<file path="config.mk">
export PLATFORM = sky130hd
export DESIGN_NAME = wsc_top
export DESIGN_NICKNAME = d
export VERILOG_FILES = /design/src/wsc_pkg.sv /design/src/wsc_divider.sv /design/src/wsc_top.sv
export VERILOG_INCLUDE_DIRS = /design/src /design/src/src
export SDC_FILE = /design/constraint.sdc
export NUM_CORES = 1
export LEC_CHECK = 0
export BUFFER_PORTS_ARGS = -buffer_cell sky130_fd_sc_hd__buf_2
export CAP_MARGIN = 40
export CORE_ASPECT_RATIO = 0.7
export CORE_MARGIN = 8
export CORE_UTILIZATION = 44
export DETAILED_ROUTE_END_ITERATION = 12
export PLACE_DENSITY_LB_ADDON = 0.15
export SYNTH_ARGS = -nofsm -noshare
export SYNTH_HDL_FRONTEND = slang
export SYNTH_SLANG_ARGS = --single-unit
export TNS_END_PERCENT = 20
</file>
<file path="constraint.sdc">
create_clock -name pclk -period 1.9 [get_ports pclk]
set_input_delay 0.57 -clock pclk [delete_from_list [all_inputs] [get_ports pclk]]
set_output_delay 0.57 -clock pclk [all_outputs]
set_load 0.05 [all_outputs]
</file>
<file path="src/wsc_regs.svh">
// Register map, field positions, reset values and timing counts of the
// watchdog and sleep control block.
// Assumes a 32-bit APB with byte addresses and a 250 MHz pclk.
`ifndef WSC_REGS_SVH
`define WSC_REGS_SVH

// ****************************************************************
// Register offsets
// ****************************************************************
`define WSC_ADDR_W         12
`define WSC_OFF_CTRL       12'h000
`define WSC_OFF_STAT       12'h004

// ****************************************************************
// Control register fields
// ****************************************************************
`define WSC_CTRL_SWDT      0
`define WSC_CTRL_SINK      1
`define WSC_CTRL_WSEN      2
`define WSC_CTRL_RET       4
`define WSC_CTRL_LVL       5
`define WSC_CTRL_RSLP      7
`define WSC_CTRL_RST       8'h00
`define WSC_CTRL_WMASK     8'h97

// ****************************************************************
// Status register fields
// ****************************************************************
`define WSC_STAT_TO        0
`define WSC_STAT_PD        1
`define WSC_STAT_RUN       2
`define WSC_STAT_W         3

// ****************************************************************
// Timing
// ****************************************************************
`define WSC_CLK_PERIOD_NS  4
`define WSC_WDT_BASE_NS    4000000
`define WSC_WDT_BASE_CYCLES (`WSC_WDT_BASE_NS / `WSC_CLK_PERIOD_NS)
`define WSC_WDT_POST_COUNT 128

`endif

</file>
<file path="src/wsc_pkg.sv">
// Types shared by the watchdog and sleep control block.
// Assumes nothing of its surroundings.
package wsc_pkg;

  // Two-bit nonvolatile watchdog setting; low two codes leave the
  // watchdog to software
  typedef enum logic [1:0] {
    WSC_WDT_OFF       = 2'b00,
    WSC_WDT_SOFT      = 2'b01,
    WSC_WDT_HW_NOSLP  = 2'b10,
    WSC_WDT_HW        = 2'b11
  } wsc_wdt_cfg_t;

  // Strap capture sequence
  typedef enum logic {
    WSC_CFG_WAIT,
    WSC_CFG_HELD
  } wsc_cfg_state_t;

endpackage

</file>
<file path="src/wsc_divider.sv">
// Enabled modulo counter giving a one-cycle tick every LIMIT enables.
// Assumes one clock and an active-low asynchronous reset.
`timescale 1ns/1ps
`default_nettype none

module wsc_divider #(
  parameter int unsigned LIMIT = 2
) (
  // Clock and reset
  input  wire logic clk,
  input  wire logic rst_n,
  // Control
  input  wire logic clear,
  input  wire logic enable,
  // Result
  output logic      tick
);

  localparam int unsigned W = (LIMIT > 2) ? $clog2(LIMIT) : 1;
  localparam logic [W-1:0] LAST = W'(LIMIT - 1);

  logic [W-1:0] count_reg;
  logic [W-1:0] count_next;

  // Clear outranks counting so a restart never leaks a stale tick
  always_comb begin
    tick       = enable & ~clear & (count_reg == LAST);
    count_next = count_reg;
    if (clear) begin
      count_next = '0;
    end else if (enable) begin
      count_next = (count_reg == LAST) ? '0 : count_reg + W'(1);
    end
  end

  always_ff @(posedge clk or negedge rst_n) begin
    if (!rst_n) begin
      count_reg <= '0;
    end else begin
      count_reg <= count_next;
    end
  end

endmodule
`default_nettype wire

</file>
<file path="src/wsc_top.sv">
// Watchdog, sleep regulator and wake-up sensing control, APB slave.
// Assumes a zero-wait 32-bit APB master, synchronous core inputs and
// nonvolatile configuration levels stable from reset release.
//
// The placing of the registers and register access over APB were decided locally.
`timescale 1ns/1ps
`default_nettype none
`include "wsc_regs.svh"

module wsc_top #(
  parameter int unsigned WDT_BASE_CYCLES = `WSC_WDT_BASE_CYCLES
) (
  // APB slave
  input  wire logic                       pclk,
  input  wire logic                       presetn,
  input  wire logic                       psel,
  input  wire logic                       penable,
  input  wire logic                       pwrite,
  input  wire logic [`WSC_ADDR_W-1:0]     paddr,
  input  wire logic [31:0]                pwdata,
  input  wire logic [3:0]                 pstrb,
  output logic      [31:0]                prdata,
  output logic                            pready,
  output logic                            pslverr,
  // Nonvolatile configuration levels
  input  wire wsc_pkg::wsc_wdt_cfg_t      config_watchdog_enable,
  input  wire logic                       regulator_config_enable,
  input  wire logic                       retention_config_disable,
  // Core events
  input  wire logic                       clear_watchdog_instr,
  input  wire logic                       sleep_instr,
  input  wire logic                       sleep_active,
  input  wire logic                       wake_sense_cmp,
  // Watchdog and power outputs
  output logic                            watchdog_timeout,
  output logic                            watchdog_running,
  output logic                            timeout_flag,
  output logic                            powerdown_flag,
  output logic                            regulator_low_power,
  output logic                            regulator_retention,
  output logic                            wake_sense_enable,
  output logic                            wake_sense_sink_enable
);
  import wsc_pkg::*;

  // ****************************************************************
  // State
  // ****************************************************************
  logic [7:0]     ctrl_reg,  ctrl_next;
  logic           lvl_reg,   lvl_next;
  logic           to_reg,    to_next;
  logic           pd_reg,    pd_next;
  logic           wto_reg,   wto_next;
  logic           run_reg,   run_next;
  logic           rlp_reg,   rlp_next;
  logic           rret_reg,  rret_next;
  logic           wse_reg,   wse_next;
  logic           wsk_reg,   wsk_next;
  logic [31:0]    rdata_reg, rdata_next;
  logic           rdy_reg,   rdy_next;
  logic           err_reg,   err_next;
  wsc_cfg_state_t cfg_st_reg, cfg_st_next;
  wsc_wdt_cfg_t   wcfg_reg,  wcfg_next;
  logic           renv_reg,  renv_next;
  logic           rdis_reg,  rdis_next;

  logic           setup_ph;
  logic           wr_commit;
  logic           hit_ctrl;
  logic           hit_stat;
  logic           wdt_active;
  logic           ret_effective;
  logic           base_tick;
  logic           post_tick;
  logic [7:0]     ctrl_view;
  logic [7:0]     wmask;

  // ****************************************************************
  // Configuration capture
  // ****************************************************************
  // Settings are sampled once after reset release, never under reset
  always_comb begin
    cfg_st_next = cfg_st_reg;
    wcfg_next   = wcfg_reg;
    renv_next   = renv_reg;
    rdis_next   = rdis_reg;
    case (cfg_st_reg)
      WSC_CFG_WAIT: begin
        wcfg_next   = config_watchdog_enable;
        renv_next   = regulator_config_enable;
        rdis_next   = retention_config_disable;
        cfg_st_next = WSC_CFG_HELD;
      end
      WSC_CFG_HELD: begin
        cfg_st_next = WSC_CFG_HELD;
      end
      default: begin
        cfg_st_next = WSC_CFG_WAIT;
      end
    endcase
  end

  always_ff @(posedge pclk or negedge presetn) begin
    if (!presetn) begin
      cfg_st_reg <= WSC_CFG_WAIT;
      wcfg_reg   <= WSC_WDT_OFF;
      renv_reg   <= 1'b0;
      rdis_reg   <= 1'b1;
    end else begin
      cfg_st_reg <= cfg_st_next;
      wcfg_reg   <= wcfg_next;
      renv_reg   <= renv_next;
      rdis_reg   <= rdis_next;
    end
  end

  // ****************************************************************
  // Watchdog timing
  // ****************************************************************
  // Code 11 runs the timer outright, code 10 only outside sleep; the low codes defer to bit 0
  always_comb begin
    case (wcfg_reg)
      WSC_WDT_HW:       wdt_active = 1'b1;
      WSC_WDT_HW_NOSLP: wdt_active = ~sleep_active;
      default:          wdt_active = ctrl_reg[`WSC_CTRL_SWDT];
    endcase
  end

  wsc_divider #(
    .LIMIT  (WDT_BASE_CYCLES)
  ) u_base (
    .clk    (pclk),
    .rst_n  (presetn),
    .clear  (clear_watchdog_instr),
    .enable (wdt_active),
    .tick   (base_tick)
  );

  wsc_divider #(
    .LIMIT  (`WSC_WDT_POST_COUNT)
  ) u_post (
    .clk    (pclk),
    .rst_n  (presetn),
    .clear  (clear_watchdog_instr),
    .enable (base_tick),
    .tick   (post_tick)
  );

  // ****************************************************************
  // APB decode
  // ****************************************************************
  // Answer is prepared in the setup cycle so pready can be a flop
  assign setup_ph  = psel & ~penable;
  assign wr_commit = psel & penable & rdy_reg & pwrite & ~err_reg;
  assign hit_ctrl  = (paddr == `WSC_OFF_CTRL);
  assign hit_stat  = (paddr == `WSC_OFF_STAT);
  assign wmask     = `WSC_CTRL_WMASK & {8{pstrb[0]}};

  // Comparator bit reads zero while sensing is off
  always_comb begin
    ctrl_view = ctrl_reg;
    ctrl_view[`WSC_CTRL_LVL] = lvl_reg & ctrl_reg[`WSC_CTRL_WSEN];
  end

  // ****************************************************************
  // Register and flag next state
  // ****************************************************************
  always_comb begin
    ctrl_next  = ctrl_reg;
    lvl_next   = wake_sense_cmp;
    to_next    = to_reg;
    pd_next    = pd_reg;
    rdy_next   = setup_ph;
    err_next   = setup_ph & ~(hit_ctrl | hit_stat);
    rdata_next = rdata_reg;
    if (setup_ph) begin
      rdata_next = 32'h0000_0000;
      if (!pwrite && hit_ctrl) begin
        rdata_next[7:0] = ctrl_view;
      end else if (!pwrite && hit_stat) begin
        rdata_next[`WSC_STAT_TO]  = to_reg;
        rdata_next[`WSC_STAT_PD]  = pd_reg;
        rdata_next[`WSC_STAT_RUN] = run_reg;
      end
    end
    // Writable bits only; the comparator bit cannot be written
    if (wr_commit && hit_ctrl) begin
      ctrl_next = (ctrl_reg & ~wmask) | (pwdata[7:0] & wmask);
    end
    if (sleep_instr) begin
      pd_next = 1'b0;
      to_next = 1'b1;
    end
    if (clear_watchdog_instr) begin
      to_next = 1'b1;
      pd_next = 1'b1;
    end
    // A time-out in the same cycle as a sleep wins; a clear suppresses the time-out
    if (post_tick) begin
      to_next = 1'b0;
    end
  end

  // ****************************************************************
  // Output next state
  // ****************************************************************
  assign ret_effective = ctrl_reg[`WSC_CTRL_RET] & renv_reg
                       & ~rdis_reg;

  always_comb begin
    wto_next  = post_tick;
    run_next  = wdt_active;
    rret_next = sleep_active & ret_effective;
    // Without retention the regulator stays on; bit 7 picks low power
    rlp_next  = sleep_active & ~ret_effective
              & ctrl_reg[`WSC_CTRL_RSLP];
    wse_next  = ctrl_reg[`WSC_CTRL_WSEN];
    wsk_next  = ctrl_reg[`WSC_CTRL_WSEN] & ctrl_reg[`WSC_CTRL_SINK];
  end

  // ****************************************************************
  // Registers
  // ****************************************************************
  // Flags come up as after power-on: both set
  always_ff @(posedge pclk or negedge presetn) begin
    if (!presetn) begin
      ctrl_reg  <= `WSC_CTRL_RST;
      lvl_reg   <= 1'b0;
      to_reg    <= 1'b1;
      pd_reg    <= 1'b1;
      rdata_reg <= 32'h0000_0000;
      rdy_reg   <= 1'b0;
      err_reg   <= 1'b0;
      wto_reg   <= 1'b0;
      run_reg   <= 1'b0;
      rlp_reg   <= 1'b0;
      rret_reg  <= 1'b0;
      wse_reg   <= 1'b0;
      wsk_reg   <= 1'b0;
    end else begin
      ctrl_reg  <= ctrl_next;
      lvl_reg   <= lvl_next;
      to_reg    <= to_next;
      pd_reg    <= pd_next;
      rdata_reg <= rdata_next;
      rdy_reg   <= rdy_next;
      err_reg   <= err_next;
      wto_reg   <= wto_next;
      run_reg   <= run_next;
      rlp_reg   <= rlp_next;
      rret_reg  <= rret_next;
      wse_reg   <= wse_next;
      wsk_reg   <= wsk_next;
    end
  end

  // ****************************************************************
  // Outputs
  // ****************************************************************
  assign prdata                 = rdata_reg;
  assign pready                 = rdy_reg;
  assign pslverr                = err_reg;
  assign watchdog_timeout       = wto_reg;
  assign watchdog_running       = run_reg;
  assign timeout_flag           = to_reg;
  assign powerdown_flag         = pd_reg;
  assign regulator_low_power    = rlp_reg;
  assign regulator_retention    = rret_reg;
  assign wake_sense_enable      = wse_reg;
  assign wake_sense_sink_enable = wsk_reg;

endmodule
`default_nettype wire

</file>
==> metrics.yaml, run 1 <==
row_count: 24
hp-class: "in2async"
outcome: "complete, no violations"
post_drt_wl_per_cell_um: 14.2
p_int_w: 0.00168
p_switching_w: 0.000667
ios: 103
synth-seq-cells: 54
fin_ws_ps: 24.1
final.setup.tns_ps: 0
dp.cells: 428
min_period_ps: 1880
drive_above_1_share: 0.336
post-route-drc-count: 0
cp.required_ps: 2150
netlist_instances: 278
nNetsFinal: 422
crit_path_top_delay_cell: "or4_4"
first_pass_iters: 4
power.share.sequential: 0.507
die_w_um: 110
drt_iter0_markers: 81
dieArea_um2: 9070
critPathLaunchType: "register"
clock_latency_ps: 310
cts_tree: "yes"
place_area_um2: 3250
synth_ff_type: "dfrtp_1"
finClkSkew_ps: 10.1
overflow: 0
synth.cell_area_um2: 2750
largest_reg_flops: 20
clockPowerShare: 0.340
whs_ps: 238
cts_root_buf: "clkbuf_8"
synth-edff-count: 0
path_cells: "nor4b_4, nand4_1, or2_1, or4_4, a21oi_2"
hold_violations: 0
die_h_um: 82.1
maxCapViolCount: 0
yosys.area.top_type: "dfrtp_1"
n_antenna_cell: 0
initial_core_util: 0.449
clk_path_buf_depth: 2
place_ws_ps: -353
avgViaCountPerCell: 4.97
ys_warn_count: 0
min_period_over_period: 0.987
finalNonFillerCells: 438
clock_sinks: 54
cellLeakagePower_nw: 1.61
grt_max_degree: 55
grt_pass1_vias: 2138
core-area_um2: 6130
groute.usage.overall: 0.137
async_reset_ff_frac: 1.00
postCtsHoldBufs: 0
timing.fmax_mhz: 533
ant_nets: 0
power.density_nw_per_um2: 684
vias: 2177
drv_slew: 0
antenna_found_initial: 0
rsz0062_at_grt: "yes"
routabilityCongestion: 0.775
worstMarginPinSlew_ps: 562
wl_um: 6210
synth.most_common_cell: "dfrtp_1"
post_synth.cell_area_avg_um2: 9.89
setup_viol_count_final: 0
htreeDepth: 2
p_comb_frac: 0.153
yosys.area.top_type_share: 0.464
numCtsBuffers: 5
slowest_delay_ps: 490
synth.area.top_cells: "dfrtp_1, buf_4, mux2_2"
numPortBuffers: 46
area_delta_synth_final_pct: 24.7
synthDistinctLibCells: 47
dp_hpwl_um: 4820
reg2regPathDepth: 5
synth-seq-area-share: 0.493
final_area_um2: 3430
worstPathArrival_ps: 2120
grt_pass1_wl_um: 10400
switching_share: 0.285
fillers: 561
ir_worst_vdd_mv: 0.342
critical_path_class: "reg2reg"
synth_commonest_cells: "dfrtp_1, nand2_1, buf_4"
clk_pin_slew_ps: 100
maxSlewHeadroom: 0.622
end_kind: "register"
cp_max_fo: 3
[final cells by class]
type                            instances  area [um2]  area share
Tap cell                               78        97.6      0.0285
Clock inverter                          3        47.5      0.0139
Sequential cell                        54        1360       0.396
Clock buffer                            5        68.8      0.0201
Timing Repair Buffer                   82         517       0.151
Inverter                                7        26.3     0.00767
Multi-Input combinational cell        209        1310       0.383
[cells in the final DEF, fill, tap and decap left out, drive strengths merged, types with 3 or more instances in the layout]
cell and n:
buf 82, dfrtp 51, nand2 27, conb 27
o21ai 18, nor2 17, a31oi 15, nand3 13
mux2 10, nand4 9, inv 8, a21oi 8
nand2b 6, nor4 6, and2 5, clkbuf 5
nor3 4, or3 4, xnor2 4, nor3b 3
and3 3, dfstp 3, nor4b 3
[repair_timing]
item | in CTS | in global routing
setup endpoints to repair | 5 | 15
buffers inserted | 1 | 1
pin swaps | 2 | 6
gates resized for setup | 2 | 10
[logic make-up after synthesis]
| logic type | count (synthesis) | share of synthesized area |
|---|---|---|
| other cells | 2 | 0.00273 |
| mux | 12 | 0.0482 |
| flops | 54 | 0.493 |
| simple gates | 110 | 0.223 |
| compound gates | 52 | 0.115 |
| buf+inv | 40 | 0.0901 |
| fa+ha+maj | 2 | 0.00910 |
| xor+xnor | 6 | 0.0191 |
[critical path: cells and delay by family, from the launching register on]
kind,cells,cell delay [ps]
DFF,1,420
and+or+nand+nor,4,1280
AOI/OAI and AO/OA,1,130
[power by group through the flow]
stage	Sequential [W]	Clock, W	Combinational, W
3_3_place_gp	0.00121	0	0.000349
2_1_floorplan	0.00123	0	0.000234
6_report	0.00119	0.000797	0.000357
4_1_cts	0.00119	0.000814	0.000352
3_5_place_dp	0.00121	0	0.000351
5_1_grt	0.00119	0.000852	0.000389
[routing by layer]
layer / up-vias / GRT usage / wire (um)
met5: - / 0 / 0
met4: 0 / 0.0430 / 67
met3: 4 / 0.0238 / 243
met2: 49 / 0.202 / 2710
met1: 1032 / 0.199 / 3180
li1: 1092 / - / -
[final timing paths]
path	startpoint	end	slack, ps
worst max-delay path	u_base.count_reg[10]$_DFFE_PN0P_	u_post.count_reg[6]$_DFFE_PN0P_	20
worst min register to register	register	wake_sense_enable$_DFF_PN0_	460
worst max register to register	u_base.count_reg[10]$_DFFE_PN0P_	u_post.count_reg[6]$_DFFE_PN0P_	20
max in group asynchronous	presetn	rdis_reg$_DFFE_PN1N_	1380
worst min-delay path	presetn	pslverr$_DFF_PN0_	240
min in group pclk	wake_sense_cmp	lvl_reg$_DFF_PN0_	360
[stage by stage]
step                 util  power (W)
floorplan               -    0.00147
global placement    0.530    0.00156
detailed placement  0.530    0.00156
CTS                 0.552    0.00236
global route        0.559    0.00243
finish              0.559    0.00234
(Power assumes the default switching activity.)
==> inputs of run 2 (changes only) <==
Settings changed: CORE_ASPECT_RATIO 0.7 to default, CORE_UTILIZATION 44 to 39.
==> run 2 against run 1 <==
  * The flow now finishes with violations (setup timing)
  * Count of clock-buffer cells in the layout grew 2
  * Die area grew 10%
  * Design area is 0.88% higher
  * Clock power down 12%
  * First-iteration DRC count fell by 22%
  * Critical path depth unchanged
  * Sequential power about the same
  * Critical path type unchanged
==> metrics.yaml, run 2 (same netlist as run 1, synthesis figures left out) <==
vias: 2208  # was 2177
final_area_um2: 3460  # was 3430 um2
min_period_ps: 1940  # was 1880 ps
clock_sinks: 54  # unchanged
finalNonFillerCells: 457  # was 438
avgViaCountPerCell: 4.83  # was 4.97
cp_max_fo: 4  # was 3
dp_hpwl_um: 4900  # was 4820 um
antenna_found_initial: 0  # unchanged
clk_path_buf_depth: 2  # unchanged
cts_tree: "yes"  # unchanged
ios: 103  # unchanged
nNetsFinal: 423  # was 422
hp-class: "in2async"  # unchanged
htreeDepth: 2  # unchanged
grt_pass1_vias: 2270  # was 2138
initial_core_util: 0.405  # was 0.449
critPathLaunchType: "register"  # unchanged
core-area_um2: 6790  # was 6130 um2
die_w_um: 100  # was 110 um
numPortBuffers: 46  # unchanged
grt_pass1_wl_um: 10700  # was 10400 um
power.density_nw_per_um2: 654  # was 684 nW/um2
min_period_over_period: 1.02  # was 0.987
dp.cells: 449  # was 428
critical_path_class: "reg2reg"  # unchanged
die_h_um: 100  # was 82.1 um
n_antenna_cell: 0  # unchanged
first_pass_iters: 4  # unchanged
cts_root_buf: "clkbuf_8"  # unchanged
clk_pin_slew_ps: 100  # about the same
post_drt_wl_per_cell_um: 13.8  # was 14.2 um
clock_latency_ps: 300  # was 310 ps
overflow: 0  # unchanged
maxCapViolCount: 0  # unchanged
area_delta_synth_final_pct: 25.8  # was 24.7%
grt_max_degree: 24  # was 55
end_kind: "register"  # unchanged
r2r_slack_ps: -40  # was 20 ps
outcome: "finished, violations left"  # was complete, no violations
routabilityCongestion: 0.832  # was 0.775
ant_nets: 0  # unchanged
finClkSkew_ps: 11.7  # was 10.1 ps
cellLeakagePower_nw: 1.65  # was 1.61 nW
dr_wl_met3_um: 316  # was 243 um
groute.usage.overall: 0.131  # was 0.137
largest_reg_flops: 20  # unchanged
rsz0062_at_grt: "yes"  # unchanged
place_ws_ps: -318  # was -353 ps
top_layer_used: "met4"  # unchanged
drt_iter0_markers: 63  # was 81
dieArea_um2: 9990  # was 9070 um2
final_common_cell: "dfrtp_1"  # unchanged
layout_common_cells: "dfrtp_1, buf_2, buf_4, nand2_1, conb_1"  # unchanged
place_area_um2: 3300  # was 3250 um2
row_count: 30  # was 24
fin_ws_ps: -44.8  # was 24.1 ps
drive_above_1_share: 0.338  # was 0.336
fillers: 654  # was 561
whs_ps: 213  # was 238 ps
ir_worst_vdd_mv: 0.390  # was 0.342 mV
drv_slew: 0  # unchanged
worstPathArrival_ps: 2180  # was 2120 ps
timing.fmax_mhz: 514  # was 533 MHz
wl_um: 6320  # was 6210 um
violations: "setup timing"
numCtsBuffers: 5  # unchanged
wl_met2_um: 3160  # was 2710 um
hold_violations: 0  # unchanged
wirelength_met1_um: 2810  # was 3180 um
setup_viol_count_final: 2  # was 0
cp.required_ps: 2140  # was 2150 ps
post-route-drc-count: 0  # unchanged
[run 2: worst paths after layout]
path                            cells past startpoint                        startpoint                         endpoint
min in group pclk                                   1                    wake_sense_cmp                lvl_reg$_DFF_PN0_
worst max register to register                      5  u_base.count_reg[10]$_DFFE_PN0P_  u_post.count_reg[6]$_DFFE_PN0P_
max in group asynchronous                           2                           presetn         timeout_flag$_DFFE_PN1P_
worst max-delay path                                5  u_base.count_reg[10]$_DFFE_PN0P_  u_post.count_reg[6]$_DFFE_PN0P_
worst min register to register                      0                          register      wake_sense_enable$_DFF_PN0_
worst min-delay path                                1                           presetn             renv_reg$_DFFE_PN0N_
[run 2: what timing repair did]
item | 4_1_cts | 5_1_grt
buffers inserted | 0 | 0
pin swaps | 0 | 5
endpoints found under the hold margin | 0 | 0
hold buffers | 0 | 0
endpoints found under the setup margin | 4 | 18
resized for setup | 1 | 8
[run 2: routing by layer]
layer / global-route usage / up-vias
met2: 0.238 / 39
met3: 0.0304 / 5
met5: 0 / -
met4: 0.0338 / 0
met1: 0.149 / 1062
li1: - / 1102
[run 2: power breakdown]
group	internal, W	switching [W]
Sequential	0.00117	0.0000150
Combinational	0.000106	0.000261
Clock	0.000335	0.000371
[run 2: area by class of cell]
cell class,instances,area (um2),share of cell area
timing repair buffer,83,533,0.154
clock inverter,1,8.76,0.00253
tap,96,120,0.0347
clock buffer,7,96.3,0.0279
sequential,54,1360,0.392
inverter,7,26.3,0.00760
multi-input combinational,209,1320,0.381
[run 2: critical path: stages, from the launching register on]
cell and delay [ps]:
dfrtp_1 420, nor4b_2 300, nand4_1 260, or2_1 300
or4_4 480, a21oi_2 130
[run 2: metrics by stage]
stage / setup TNS, ps / power (W) / utilization
floorplan: -427 / 0.00147 / -
global placement: -2110 / 0.00157 / 0.486
detailed placement: -2360 / 0.00157 / 0.486
CTS: -69.1 / 0.00229 / 0.502
global route: -1160 / 0.00238 / 0.509
finish: -65.9 / 0.00226 / 0.509
